## src/hdl/rxseq_pkg.sv

```systemverilog
// Package for the reset and exception entry sequencer.
// Assumes an 8-bit/16-bit CPU core with byte-wide memory and a 16-bit address space.
package rxseq_pkg;
    // Reset vector location, high byte first
    localparam logic [15:0] RESET_VEC_HI_ADDR = 16'h0000;
    localparam logic [15:0] RESET_VEC_LO_ADDR = 16'h0001;
    // Position of the interrupt mask bit in the condition code register
    localparam int CCR_IMASK_POS = 7;
    // Condition code register value after reset (mask bit set, rest zero)
    localparam logic [7:0] CCR_RESET = 8'h80;
    // Initial value of the program counter and stack pointer before load
    localparam logic [15:0] PC_RESET = 16'h0000;
    localparam logic [15:0] SP_RESET = 16'h0000;
    // Least reset hold time on a running device, in system clock cycles
    localparam int RESET_HOLD_CYCLES = 10;
    // Sequencer states
    typedef enum logic [3:0] {
        RXSEQ_RESET,
        RXSEQ_VEC_HI,
        RXSEQ_VEC_LO,
        RXSEQ_FIRST,
        RXSEQ_RUN,
        RXSEQ_PUSH_PCL,
        RXSEQ_PUSH_PCH,
        RXSEQ_PUSH_CCR,
        RXSEQ_IVEC_HI,
        RXSEQ_IVEC_LO
    } rxseq_state_t;
endpackage

```

## src/hdl/rxseq_reset_sync.sv

```systemverilog
// Reset conditioning for the sequencer.
// Assumes the external reset pin is synchronous to ref_clk; gives a clean internal reset.
`timescale 1ns/1ps
module rxseq_reset_sync (
    input wire logic ref_clk, // System clock
    input wire logic rstn, // Asynchronous power-on reset, active low
    input wire logic external_reset_pin_n, // Reset pin level, active low
    output logic in_reset, // High while the reset state holds
    output logic release_pulse // One cycle at leaving the reset state
);
    logic hold_q;

    // Pin low halts at once; stays combinational so the halt is not a cycle late
    assign in_reset = hold_q | ~external_reset_pin_n;

    // Remember that reset was active to mark the release edge
    always_ff @(posedge ref_clk or negedge rstn)
    begin
        if (!rstn)
            hold_q <= 1'b1;
        else
            hold_q <= ~external_reset_pin_n;
    end

    assign release_pulse = hold_q & external_reset_pin_n;
endmodule

```

## src/hdl/rxseq_sequencer.sv

```systemverilog
// Reset and exception entry sequencer for a small microcontroller CPU.
// Assumes memory answers a read in the same cycle (mem_rdata valid with mem_rd).
`timescale 1ns/1ps
// Functional notes
// - Reset outranks interrupts; reset aborts any interrupt entry; irq_ack still pulses on an accept in the first pin-low cycle.
// - Reset handling starts right at reset release, waiting on nothing.
// - Interrupt entry waits for current instruction or exception handling to finish.
// - Reset pin low halts the core at once, entering reset state; a push already registered still goes out in that cycle.
// - Reset initialises CPU state, peripherals, and sets the interrupt mask bit.
// - PC loads from vector at 0000-0001, then fetching starts there.
// - All interrupts masked until the first instruction after reset completes.
// - Interrupt entry pushes program counter and condition codes onto stack.
// - With mask bit set, request flags still set but none accepted.
module rxseq_sequencer #(
    parameter int VEC_ADDR_W = 16 // Width of the vector address input
) (
    input wire logic ref_clk, // System clock, 25 MHz
    input wire logic rstn, // Asynchronous reset, active low
    input wire logic external_reset_pin_n, // External reset pin, active low
    input wire logic irq_req, // Pending interrupt request level
    input wire logic [VEC_ADDR_W-1:0] irq_vec_addr, // Vector address of the pending interrupt
    input wire logic insn_done, // Pulse: current instruction completed
    input wire logic [15:0] general_register_seven, // Stack pointer from the core
    input wire logic [7:0] condition_code_reg, // Current condition codes from the core
    input wire logic [15:0] core_pc, // Current program counter from the core
    input wire logic [7:0] mem_rdata, // Memory read data
    output logic core_run, // Core may execute instructions
    output logic periph_reset, // Reset to on-chip peripherals
    output logic mem_rd, // Memory read strobe
    output logic mem_wr, // Memory write strobe
    output logic [15:0] mem_addr, // Memory address
    output logic [7:0] mem_wdata, // Memory write data
    output logic pc_load, // Pulse: load core PC from new_pc
    output logic [15:0] new_pc, // Program counter value to load
    output logic sp_load, // Pulse: load stack pointer from new_sp
    output logic [15:0] new_sp, // Stack pointer value to load
    output logic ccr_load, // Pulse: load condition codes from new_ccr
    output logic [7:0] new_ccr, // Condition code value to load
    output logic irq_ack // Pulse: interrupt accepted
);
    // Vector reads are two bytes, so only a 16-bit vector address can be served
    if (VEC_ADDR_W != 16)
        $error("rxseq_sequencer: VEC_ADDR_W must be 16");

    rxseq_pkg::rxseq_state_t state_q, state_d;
    logic in_reset;
    logic release_pulse;
    logic [7:0] vec_hi_q;
    logic [15:0] sp_q;
    logic [15:0] ret_pc_q;
    logic [7:0] ret_ccr_q;
    logic [15:0] ivec_q;
    logic imask;
    logic accept;

    rxseq_reset_sync u_sync (
        .ref_clk(ref_clk),
        .rstn(rstn),
        .external_reset_pin_n(external_reset_pin_n),
        .in_reset(in_reset),
        .release_pulse(release_pulse)
    );

    // Mask bit as seen now; flags upstream keep setting regardless
    assign imask = condition_code_reg[rxseq_pkg::CCR_IMASK_POS];

    // Accept only at an instruction boundary while running, mask clear
    assign accept = (state_q == rxseq_pkg::RXSEQ_RUN) && insn_done && irq_req && !imask;

    // Next state; a low pin overrides every state so reset always wins
    // The release cycle still counts as reset, but it must be let through to start the fetch
    always_comb
    begin
        state_d = state_q;
        if (in_reset && !release_pulse)
            state_d = rxseq_pkg::RXSEQ_RESET;
        else
        begin
            case (state_q)
                rxseq_pkg::RXSEQ_RESET:
                    if (release_pulse)
                        state_d = rxseq_pkg::RXSEQ_VEC_HI;
                rxseq_pkg::RXSEQ_VEC_HI:
                    state_d = rxseq_pkg::RXSEQ_VEC_LO;
                rxseq_pkg::RXSEQ_VEC_LO:
                    state_d = rxseq_pkg::RXSEQ_FIRST;
                // First instruction runs with interrupts held off
                rxseq_pkg::RXSEQ_FIRST:
                    if (insn_done)
                        state_d = rxseq_pkg::RXSEQ_RUN;
                rxseq_pkg::RXSEQ_RUN:
                    if (accept)
                        state_d = rxseq_pkg::RXSEQ_PUSH_PCL;
                rxseq_pkg::RXSEQ_PUSH_PCL:
                    state_d = rxseq_pkg::RXSEQ_PUSH_PCH;
                rxseq_pkg::RXSEQ_PUSH_PCH:
                    state_d = rxseq_pkg::RXSEQ_PUSH_CCR;
                rxseq_pkg::RXSEQ_PUSH_CCR:
                    state_d = rxseq_pkg::RXSEQ_IVEC_HI;
                rxseq_pkg::RXSEQ_IVEC_HI:
                    state_d = rxseq_pkg::RXSEQ_IVEC_LO;
                // Back to run; a new request waits for the next boundary
                rxseq_pkg::RXSEQ_IVEC_LO:
                    state_d = rxseq_pkg::RXSEQ_RUN;
                default:
                    state_d = rxseq_pkg::RXSEQ_RESET;
            endcase
        end
    end

    // State register
    always_ff @(posedge ref_clk or negedge rstn)
    begin
        if (!rstn)
            state_q <= rxseq_pkg::RXSEQ_RESET;
        else
            state_q <= state_d;
    end

    // Capture high vector byte, used by both reset and interrupt vector loads
    always_ff @(posedge ref_clk or negedge rstn)
    begin
        if (!rstn)
            vec_hi_q <= 8'h00;
        else if (state_q == rxseq_pkg::RXSEQ_VEC_HI || state_q == rxseq_pkg::RXSEQ_IVEC_HI)
            vec_hi_q <= mem_rdata;
    end

    // Snapshot of return context taken at acceptance, so core changes cannot tear it
    always_ff @(posedge ref_clk or negedge rstn)
    begin
        if (!rstn)
        begin
            sp_q <= rxseq_pkg::SP_RESET;
            ret_pc_q <= rxseq_pkg::PC_RESET;
            ret_ccr_q <= rxseq_pkg::CCR_RESET;
            ivec_q <= 16'h0000;
        end
        else if (accept)
        begin
            sp_q <= general_register_seven;
            ret_pc_q <= core_pc;
            ret_ccr_q <= condition_code_reg;
            ivec_q <= irq_vec_addr;
        end
        else if (state_q == rxseq_pkg::RXSEQ_PUSH_PCL || state_q == rxseq_pkg::RXSEQ_PUSH_PCH
                 || state_q == rxseq_pkg::RXSEQ_PUSH_CCR)
            sp_q <= sp_q - 16'h0001; // Stack grows downward, pre-decrement
    end

    // Registered memory controls, one concern per block
    always_ff @(posedge ref_clk or negedge rstn)
    begin
        if (!rstn)
        begin
            mem_rd <= 1'b0;
            mem_wr <= 1'b0;
            mem_addr <= 16'h0000;
            mem_wdata <= 8'h00;
        end
        else
        begin
            mem_rd <= 1'b0;
            mem_wr <= 1'b0;
            mem_wdata <= 8'h00;
            case (state_d)
                rxseq_pkg::RXSEQ_VEC_HI:
                begin
                    mem_rd <= 1'b1;
                    mem_addr <= rxseq_pkg::RESET_VEC_HI_ADDR;
                end
                rxseq_pkg::RXSEQ_VEC_LO:
                begin
                    mem_rd <= 1'b1;
                    mem_addr <= rxseq_pkg::RESET_VEC_LO_ADDR;
                end
                // Push low PC, high PC, then CONDITION_CODE_REG below the stack pointer
                rxseq_pkg::RXSEQ_PUSH_PCL:
                begin
                    mem_wr <= 1'b1;
                    mem_addr <= general_register_seven - 16'h0001;
                    mem_wdata <= core_pc[7:0];
                end
                rxseq_pkg::RXSEQ_PUSH_PCH:
                begin
                    mem_wr <= 1'b1;
                    mem_addr <= sp_q - 16'h0002;
                    mem_wdata <= ret_pc_q[15:8];
                end
                rxseq_pkg::RXSEQ_PUSH_CCR:
                begin
                    mem_wr <= 1'b1;
                    mem_addr <= sp_q - 16'h0002;
                    mem_wdata <= ret_ccr_q;
                end
                rxseq_pkg::RXSEQ_IVEC_HI:
                begin
                    mem_rd <= 1'b1;
                    mem_addr <= ivec_q;
                end
                rxseq_pkg::RXSEQ_IVEC_LO:
                begin
                    mem_rd <= 1'b1;
                    mem_addr <= ivec_q + 16'h0001;
                end
                default:
                    mem_addr <= mem_addr;
            endcase
        end
    end

    // Loads into the core: PC from vectors, CONDITION_CODE_REG with mask set at reset and entry
    always_ff @(posedge ref_clk or negedge rstn)
    begin
        if (!rstn)
        begin
            pc_load <= 1'b0;
            new_pc <= rxseq_pkg::PC_RESET;
            ccr_load <= 1'b0;
            new_ccr <= rxseq_pkg::CCR_RESET;
            sp_load <= 1'b0;
            new_sp <= rxseq_pkg::SP_RESET;
            irq_ack <= 1'b0;
        end
        else
        begin
            pc_load <= 1'b0;
            ccr_load <= 1'b0;
            sp_load <= 1'b0;
            irq_ack <= accept;
            if (in_reset)
            begin
                // Reset image held into the core every reset cycle
                ccr_load <= 1'b1;
                new_ccr <= rxseq_pkg::CCR_RESET;
                pc_load <= 1'b1;
                new_pc <= rxseq_pkg::PC_RESET;
                sp_load <= 1'b1;
                new_sp <= rxseq_pkg::SP_RESET;
            end
            else if (state_q == rxseq_pkg::RXSEQ_VEC_LO || state_q == rxseq_pkg::RXSEQ_IVEC_LO)
            begin
                pc_load <= 1'b1;
                new_pc <= {vec_hi_q, mem_rdata};
            end
            else if (state_q == rxseq_pkg::RXSEQ_PUSH_CCR)
            begin
                // Mask further interrupts inside the handler; SP follows the pushes
                ccr_load <= 1'b1;
                new_ccr <= ret_ccr_q | rxseq_pkg::CCR_RESET;
                sp_load <= 1'b1;
                new_sp <= sp_q - 16'h0001;
            end
        end
    end

    // Core runs only outside reset and entry sequences
    assign core_run = (state_q == rxseq_pkg::RXSEQ_FIRST || state_q == rxseq_pkg::RXSEQ_RUN)
                      && !in_reset;
    // Peripherals held in reset for the whole reset state
    assign periph_reset = in_reset;
endmodule

```

## config.mk

```make
export PLATFORM = sky130hd
export DESIGN_NAME = rxseq_sequencer
export DESIGN_NICKNAME = d
export VERILOG_FILES = /design/src/hdl/rxseq_pkg.sv /design/src/hdl/rxseq_reset_sync.sv /design/src/hdl/rxseq_sequencer.sv
export SDC_FILE = /design/constraint.sdc
export NUM_CORES = 1
export LEC_CHECK = 0
export ABC_CLOCK_PERIOD_IN_PS = 2940
export BUFFER_PORTS_ARGS = -buffer_cell sky130_fd_sc_hd__buf_4
export CAP_MARGIN = 5
export CORE_ASPECT_RATIO = 0.75
export CORE_MARGIN = 3
export CORE_UTILIZATION = 55
export DETAILED_ROUTE_END_ITERATION = 16
export PLACE_DENSITY_LB_ADDON = 0.2
export SLEW_MARGIN = 10
export SYNTH_ARGS = -nofsm -noshare
export SYNTH_HDL_FRONTEND = slang
export SYNTH_SLANG_ARGS = --single-unit
```

## constraint.sdc

```tcl
create_clock -name ref_clk -period 2.94 [get_ports ref_clk]
set_input_delay 0.441 -clock ref_clk [delete_from_list [all_inputs] [get_ports ref_clk]]
set_output_delay 0.441 -clock ref_clk [all_outputs]
set_load 0.005 [all_outputs]
```

# After elaboration in Yosys (flattened, before gate mapping)
# Cells that the tools add are included.
# W data, S select, Z words.
word_totals:
  output_inout_bits: 72
  ramBits: 0
  n_memories: 0
  in_bits: 69
  rom_bits: 0
  latchBits: 0
  ff_bits: 138
  wordCells: 87
classes:
  bitwise: 3
  add_sub_neg: 4
  order_cmp: 0
  reduce_logical: 22
  n_eq_ne: 17
  n_mul: 0
  n_div: 0
  n_shift: 0
  n_mux: 24
ops:
  columns: ["cell", "n"]
  rows:
  - ["$mux W16", 7]
  - ["$pmux W16 S6", 1]
  - ["$pmux W4 S10", 1]
  - ["$sub A16 B1 Y16 const B", 2]
  - ["$eq A4 B3 Y1 const B", 7]
  - ["$mux W8", 3]
  - ["$pmux W8 S3", 1]
  - ["$add A16 B1 Y16 const B", 1]
  - ["$eq A4 B4 Y1 const B", 4]
  - ["$mux W4", 4]
  - ["$sub A16 B2 Y16 const B", 1]
  - ["$eq A4 B2 Y1 const B", 3]
  - ["$eq A4 B1 Y1 const B", 2]
  - ["$mux W1", 7]
  - ["$reduce_bool A2 Y1", 3]
  - ["$reduce_bool A6 Y1", 1]
  - ["$logic_and A1 B1 Y1", 5]
  - ["$logic_or A1 B1 Y1", 5]
  - ["$logic_not A4 Y1", 1]
  - ["$reduce_or A4 Y1", 1]
  - ["$logic_not A1 Y1", 3]
  - ["$reduce_or A3 Y1", 1]
  - ["$ne A2 B2 Y1 const B", 1]
  - ["$reduce_and A2 Y1", 1]
  - ["other kinds (4)", 4]

# Depth between registers and ports, before layout
# Gate-level depths: netlist of run 1.
depth:
  depth_word: 10
  depth_mapped: 11
  depth_no_buf: 8

# By module
# A second synthesis of run 1 with hierarchy kept.
hier_totals:
  hier_cells: 625
  hier_area_um2: 6610.1
modules_own_cells:
  columns: ["mod", "instances", "cells_each", "area_per_inst_um2", "seq_area_each_um2"]
  rows:
  - ["rxseq_sequencer", 1, 621, 6567.5, 3204.3]
  - ["rxseq_reset_sync", 1, 4, 42.5, 26.3]

# Least setup slack after synthesis of run 1
# No wires, ideal clock.
synth_path:
  path_kind: "flip-flop to flip-flop"
  from: "reg state_q[1]"
  to: "reg mem_addr[10]"
  arrival_time_ps: 2119
  t_required_ps: 2803
  path_stages_with_launch: 8
  path_buffers: 1
  setup_time_ps: 137
  period_less_slack_ps: 2256
  path_slack_ps: 684
  path_cell_list: "dfrtp_1 -> buf_2 -> or4bb_1 -> o211a_1 -> a311oi_4 -> a2111oi_4 -> a222oi_1 -> o31ai_1"
synth_between:
  elab_chain_cells: 10
  elab_cells_between_ends: 28
  cone_classes: "eq/ne: 16; mux: 6; reduce/logical: 6"
synth_lines:
  columns: ["element", "line", "text"]
  rows:
  - ["start: declaration", "rxseq_sequencer.sv:45", "rxseq_pkg::rxseq_state_t state_q, state_d;"]
  - ["start signal: assignment", "rxseq_sequencer.sv:115", "state_q <= rxseq_pkg::RXSEQ_RESET;"]
  - ["start signal: assignment", "rxseq_sequencer.sv:117", "state_q <= state_d;"]
  - ["$eq A4 B3 Y1", "rxseq_sequencer.sv:68, rxseq_sequencer.sv:79", null]
  - ["$logic_and A1 B1 Y1 (3 in a row)", "rxseq_sequencer.sv:68", "assign accept = (state_q == rxseq_pkg::RXSEQ_RUN) && insn_done && irq_req && !imask;"]
  - ["$mux W4", "rxseq_sequencer.sv:92", "if (accept)"]
  - ["$pmux W4 S10 (*)", "rxseq_sequencer.sv:79", "case (state_q)"]
  - ["$mux W4 (*)", "rxseq_sequencer.sv:75", "if (in_reset && !release_pulse)"]
  - ["$eq A4 B3 Y1", "rxseq_sequencer.sv:166", "case (state_d)"]
  - ["$reduce_or A2 Y1 (no source line)", null, null]
  - ["$pmux W16 S6 or $reduce_bool A6 Y1 (tied branches)", null, null]
  - ["end signal: assignment", "rxseq_sequencer.sv:170", "mem_addr <= rxseq_pkg::RESET_VEC_HI_ADDR;"]
  - ["end signal: assignment", "rxseq_sequencer.sv:175", "mem_addr <= rxseq_pkg::RESET_VEC_LO_ADDR;"]
  - ["end signal: assignment", "rxseq_sequencer.sv:181", "mem_addr <= general_register_seven - 16'h0001;"]
  - ["end: declaration", "rxseq_sequencer.sv:31", "output logic [15:0] mem_addr,"]
# Every way passes the cells marked *; elsewhere a longest branch is shown, timed or not.
# A chain may end at the register's enable or synchronous reset.

# Worst setup path after layout of run 1
layout_path:
  from: "reg state_q[0]"
  to: "reg mem_addr[7]"
# Same word-level chain as after synthesis.

==> out/metrics.csv, run 1 <==
stage,metric,value,unit
setup_path,startpoint types,flop,
timing,Final Cycle Share,0.872,
setup_path,crit-path cells,nor2_1 > nand3_2 > buf_4 > nand3_1 > buf_4 > a21oi_1 > a311oi_1 > a211o_1,
timing,final worst setup slack,378,ps
global_route,gr usage total,0.293,
place,IO Port Bufs,139,
setup_path,"Largest stage delay, worst path",480,ps
die,num rows,34,
pwr,cell internal pwr,3.64,mW
pwr,leakage,4.10,nW
logic_synthesis,syn nets,829,
route,WL/cell,18.7,um
logic_synthesis,post-synth top area cell,dfrtp_1,
place,Setup WS pre-CTS,408,ps
hold_path,HP Class,in2async,
timing,"Min Clock Period, post-route",2560,ps
setup_path,"Max FO, Critical Path",40,
clocking,Sink Count,129,
timing,RSZ-0062 raised after global routing,false,
run_status,outcome,finished clean,
timing,worst hold slack,79.0,ps
die,Core ar.,0.0119,mm^2
clocking,CTS Hold Bufs,0,
logic_synthesis,synth top area cells,"dfrtp_1, nand2_1, a21oi_1, xor2_1, nor2_1",
clocking,postcts setup bufs,0,
timing,Final TNS setup,0,ps
logic_synthesis,Avg Inst Size Synth,9.06,um^2
pwr,Switching Share,0.263,
logic_synthesis,register area share after synthesis,0.472,
clocking,CTS tree,built,
clocking,htree depth,4,
setup_path,Buf/Inv on CP,2,
final_layout,Ant. Diodes,0,
logic_synthesis,top-count cell post-synth,nand2_1,
timing,Slew Limit Fails,0,
logic_synthesis,synthesized area,0.00684,mm^2
final_layout,final instance area,0.00871,mm^2
global_route,remaining global-route overflow,0,
global_route,pin count of the biggest net entering global routing,54,
route,drt first pass iters,5,
job,Max Cap Viol,0,
die,io pins,141,
clocking,"Reg clk slew, reported paths",60,ps
pwr,Gate power share,0.129,
final_layout,synth-to-layout area growth,27.3,%
setup_path,Required @ worst endpoint,3300,ps
global_route,vias in the first global route,5939,
setup_path,critical path endpoint category,flop,
setup_path,slowest library cell on the worst path,nor2_1,
clocking,worst skew pair latency,420,ps
die,die width,135,um
setup_path,cell repeated most along the worst path,buf_4,
place,hpwl dp,14.3,mm
route,1st-iter DRT viols,715,
timing,Fmax,0.390,GHz
logic_synthesis,register bit total from synthesis,129,
logic_synthesis,Async SR Flop Fraction,1.00,
final_layout,layout cells sized above 1,0.247,
logic_synthesis,Synth Warn #,0,
pwr,Sequential Power Share,0.403,
setup_path,Crit path arrival time,2920,ps
setup_path,"delay-heaviest family, CP",simple AND/OR/NAND/NOR gates,
logic_synthesis,Most used DFF post-synth,dfrtp_1,
timing,Rel. slew slack,0.490,
route,Post-route DRC,0,
route,via count,6192,
clocking,# resized after CTS,0,
timing,Final Hold Viols,0,
setup_path,CP Class,reg2reg,
clocking,clock root buffer,clkbuf_16,
final_layout,final core occ,0.734,
final_layout,fillers,906,
pwr,peak supply drop,0.440,mV
route,Via density,5.85,
place,placed cell area,0.00807,mm^2
timing,Worst Clk Skew,10.7,ps
timing,Finish-stage setup viols,0,
route,post-route ant nets,0,
logic_synthesis,post-synth cell types,76,
final_layout,Final nets,958,
logic_synthesis,Yosys top cell area share,0.464,
global_route,first-pass GRT wire length,31.7,mm
logic_synthesis,Synth top cells by count,"nand2_1, dfrtp_1, nor2_1",
global_route,antenna violations before repair,0,
pwr,power per cell area,568,mW/mm^2
die,Die Area,0.0138,mm^2
die,Starting Density,0.577,
place,GP Congestion,0.940,
clocking,Num CTS Buffers,17,
timing,worst-margin pin slew,762,ps
pwr,share of total power in the clock network,0.468,
logic_synthesis,Post-Synthesis Cells,755,
pwr,P_sw,1.30,mW
clocking,maximum root-to-sink buffer count,2,
route,drt total wl,19.8,mm
die,chip height,103,um
logic_synthesis,Post-synth EDFFs,0,
area by class of cell:
| class | instances | area (um^2) | area share |
|---|---|---|---|
| Sequential cell | 129 | 3230 | 0.371 |
| Clock inverter | 13 | 199 | 0.0228 |
| Clock buffer | 19 | 443 | 0.0509 |
| Timing Repair Buffer | 167 | 1270 | 0.145 |
| Multi-Input combinational cell | 557 | 3320 | 0.382 |
| Inverter | 12 | 45.0 | 0.00517 |
| Tap cell | 162 | 203 | 0.0233 |
metal layers:
metal	track usage	vias to the layer above	part of all wire
met5	0	-	0
met4	0.0689	0	0.0094
met3	0.0624	22	0.074
met2	0.456	263	0.47
met1	0.425	2999	0.45
li1	-	2908	-
sequential cells by signal, summed over array words and instances (netlist names):
| register | flops |
|---|---|
| new_ccr | 7 |
| mem_rd | 1 |
| sp_q | 16 |
| mem_wdata | 8 |
| new_pc | 16 |
| new_sp | 16 |
| mem_wr | 1 |
| state_q | 4 |
| ret_pc_q | 8 |
| vec_hi_q | 8 |
| pc_load | 1 |
| ret_ccr_q | 8 |
| ivec_q | 16 |
| irq_ack | 1 |
| ccr_load | 1 |
| mem_addr | 16 |
| u_sync.hold_q | 1 |
path summary, 6_finish.rpt:
path                                         from                 endpoint  slack, ps  depth (start not counted)
max                          state_q[0]$_DFF_PN0_  mem_addr[7]$_DFFE_PN0P_        380                          8
min                                          rstn       ccr_load$_DFF_PN0_         80                          1
max reg2reg                  state_q[0]$_DFF_PN0_  mem_addr[7]$_DFFE_PN0P_        380                          8
min reg2reg                new_sp[14]$_DFFE_PN0P_   new_sp[14]$_DFFE_PN0P_        480                          2
max in group asynchronous                    rstn     sp_q[14]$_DFFE_PN0P_       2090                          2
min in group ref_clk              irq_vec_addr[0]    ivec_q[0]$_DFFE_PN0P_        210                          3
power by group through the flow:
stage / combinational [mW] / clock, mW / sequential (mW)
after detailed placement: 0.629 / 0 / 2.02
after global placement: 0.620 / 0 / 2.01
final: 0.638 / 2.31 / 1.99
after CTS: 0.637 / 2.33 / 1.99
after global routing: 0.706 / 2.42 / 2.00
after floorplan: 0.372 / 0 / 1.98
placed cells by master, fill, tap and decap left out, types with 5 or more instances in the layout:
| cell type | instances |
|---|---|
| dfrtp_1 | 127 |
| nor3_1 | 12 |
| nand2_1 | 158 |
| xor2_1 | 26 |
| nor4_1 | 10 |
| mux2i_1 | 19 |
| nand2b_1 | 6 |
| mux2_2 | 8 |
| buf_4 | 166 |
| or3_1 | 6 |
| a21oi_1 | 47 |
| a22oi_1 | 10 |
| o22ai_1 | 14 |
| o21ai_0 | 29 |
| xnor2_1 | 16 |
| nor2_1 | 59 |
| ha_1 | 5 |
| inv_1 | 11 |
| clkbuf_16 | 17 |
| o211ai_1 | 7 |
| o2bb2ai_1 | 8 |
| and4_1 | 5 |
| nand3_1 | 19 |
| nand4_1 | 7 |
| a31oi_1 | 6 |
metrics by stage:
stage	power [mW]	instances
after global routing	5.13	1059
final	4.94	1059
after floorplan	2.35	755
after global placement	2.63	1027
after detailed placement	2.65	1027
after CTS	4.96	1059
logic make-up (layout without fill, tap and decap cells):
logic type | after synthesis | count (layout) | share of synthesized area
AOI/OAI and AO/OA | 162 | 162 | 0.161
xor gates and xnor gates | 42 | 42 | 0.0537
adders and majority gates | 5 | 5 | 0.00914
buffers and inverters | 69 | 211 | 0.0431
DFF | 129 | 129 | 0.472
muxes | 27 | 27 | 0.0410
other | 1 | 1 | 0.000548
and+or+nand+nor | 320 | 320 | 0.219
worst reg2reg max path: cells and delay by family (launching register included):
family	cells	cell delay, ps
flip-flops	1	470
AO/OA/AOI/OAI	3	690
buffers and inverters	2	510
AND/OR/NAND/NOR	3	840
(Power assumes the default switching activity.)
==> inputs of run 2 (changes only) <==
Settings changed: BUFFER_PORTS_ARGS -buffer_cell sky130_fd_sc_hd__buf_4 to -buffer_cell sky130_fd_sc_hd__buf_2.
==> run 2 against run 1 <==
Effect of this change:
- combinational power decreased by 5.5%
- via count increased by 1.2%
- sequential power about the same
- clock skew decreased by 1.9 ps
- cell area decreased by 3.8%
- critical endpoint is now mem_wdata[4]$_DFF_PN0_
- largest power group unchanged
- highest routed layer unchanged
==> out/metrics.csv, run 2 (synthesis results as in run 1) <==
stage,metric,value,unit,change
clocking,CTS Hold Bufs,0,,unchanged
clocking,CTS tree,built,,
place,GP Congestion,0.944,,+0.49%
hold_path,HP Class,in2async,,
global_route,gr usage total,0.285,,-0.00820
clocking,Sink Count,129,,unchanged
timing,Final Hold Viols,0,,unchanged
final_layout,layout cells sized above 1,0.247,,unchanged
timing,"Min Clock Period, post-route",2600,ps,+36.5 ps
final_layout,Ant. Diodes,0,,unchanged
final_layout,multi-input logic area,0.00332,mm^2,unchanged
clocking,htree depth,4,,unchanged
timing,Final TNS setup,0,ps,unchanged
route,post-route ant nets,0,,unchanged
pwr,power per cell area,591,mW/mm^2,+4.1%
setup_path,CP Class,reg2reg,,
die,Core ar.,0.0119,mm^2,unchanged
clocking,"Reg clk slew, reported paths",60,ps,about the same
timing,worst-margin pin slew,745,ps,-17.0 ps
timing,RSZ-0062 raised after global routing,false,,
final_layout,FF/Latch Area,0.00323,mm^2,unchanged
pwr,leakage,4.05,nW,-1.2%
timing,Slew Limit Fails,0,,unchanged
place,IO Port Bufs,139,,unchanged
setup_path,critical path endpoint category,flop,,
route,Post-route DRC,0,,unchanged
route,WL/cell,18.2,um,-2.9%
final_layout,"commonest non-fill, non-tap cell in the layout",nand2_1,,
clocking,Num CTS Buffers,17,,unchanged
die,chip height,103,um,unchanged
final_layout,synth-to-layout area growth,22.4,%,
timing,Finish-stage setup viols,0,,unchanged
final_layout,Final nets,958,,unchanged
job,Max Cap Viol,0,,unchanged
clocking,clock root buffer,clkbuf_16,,
setup_path,"Max FO, Critical Path",22,,-45%
die,io pins,141,,unchanged
global_route,antenna violations before repair,0,,unchanged
global_route,first-pass GRT wire length,31.0,mm,-2.2%
clocking,# resized after CTS,0,,unchanged
setup_path,Crit path arrival time,2920,ps,about the same
clocking,postcts setup bufs,0,,unchanged
setup_path,startpoint types,flop,,
place,hpwl dp,14.1,mm,-1.6%
global_route,remaining global-route overflow,0,,unchanged
clocking,worst skew pair latency,420,ps,about the same
setup_path,R2R cell count,7,,-1
global_route,pin count of the biggest net entering global routing,60,,+11%
timing,Rel. slew slack,0.501,,+0.0114
global_route,vias in the first global route,6045,,+1.8%
die,Starting Density,0.577,,unchanged
timing,Final Cycle Share,0.884,,+0.0124
route,drt total wl,19.3,mm,-2.9%
route,1st-iter DRT viols,583,,-18%
timing,Worst Clk Skew,8.79,ps,-1.95 ps
route,Via density,5.92,,+1.2%
timing,Fmax,0.385,GHz,-1.4%
route,via count,6267,,+1.2%
route,drt first pass iters,7,,+2
die,num rows,34,,unchanged
final_layout,fillers,924,,+2.0%
die,die width,135,um,unchanged
clocking,maximum root-to-sink buffer count,2,,unchanged
final_layout,final core occ,0.706,,-0.0280
run_status,outcome,finished clean,,
final_layout,"commonest cells after routing, fill and taps aside","nand2_1, buf_2, dfrtp_1",,
die,Die Area,0.0138,mm^2,unchanged
setup_path,Required @ worst endpoint,3260,ps,-40 ps
pwr,Power Total,4.95,mW,about the same
pwr,peak supply drop,0.416,mV,-5.6%
-- run 2: cell types whose count changed in the layout (fill, tap and decap cells not counted), sizes merged --
cell    before  now
clkbuf      19   18
inv         16   17
bufinv       4    5
clkinv       3    2
-- run 2: path summary, 6_finish.rpt --
check	endpoint	slack (ps)	from
max	mem_wdata[4]$_DFF_PN0_	340	state_q[3]$_DFF_PN0_
min	new_sp[7]$_DFFE_PN0P_	50	rstn
max reg2reg	mem_wdata[4]$_DFF_PN0_	340	state_q[3]$_DFF_PN0_
min reg2reg	new_sp[7]$_DFFE_PN0P_	470	new_sp[7]$_DFFE_PN0P_
max in group asynchronous	u_sync.hold_q$_DFF_PN1_	2060	rstn
min in group ref_clk	ivec_q[5]$_DFFE_PN0P_	210	irq_vec_addr[5]
-- run 2: layout make-up --
type                    count  share of cell area
clock buffers              18              0.0512
clock inverters            14              0.0269
inverters                  12             0.00538
multi-input cells         557               0.397
flip-flops and latches    129               0.386
well taps                 162              0.0242
repair buffers            167               0.110
-- run 2: metrics by stage --
stage	instance area, um^2	hold slack, ps	worst slack [ps]	std cells
after CTS	8380	66.6	362	1059
after floorplan	6840	145	684	755
after detailed placement	7720	470	381	1027
final	8380	49.8	341	1059
after global placement	7720	457	495	1027
after global routing	8380	93.1	89.6	1059
-- run 2: critical path, cell delays in order (launching register included) --
cell and delay [ps]:
dfrtp_1 690, nor3b_1 180, a32o_1 330, o21ai_2 200, buf_4 300, inv_1 140, nor2_1 460, o2bb2ai_1 200
-- run 2: power breakdown --
group | switching [mW] | total (mW) | internal, mW | leakage, nW
sequential | 0.103 | 1.99 | 1.89 | 1.74
combinational | 0.341 | 0.603 | 0.262 | 2.00
clock | 0.832 | 2.35 | 1.52 | 0.314
total | 1.28 | 4.95 | 3.67 | 4.05
-- run 2: metal layers --
metal  routed length (um)  up-vias  track usage  part of all wire
met5                    0        -            0                 0
met4                  166        0       0.0689            0.0086
met3                 1620       17       0.0693             0.084
met2                 9040      269        0.459              0.47
met1                 8430     3065        0.393              0.44
li1                     -     2916            -                 -
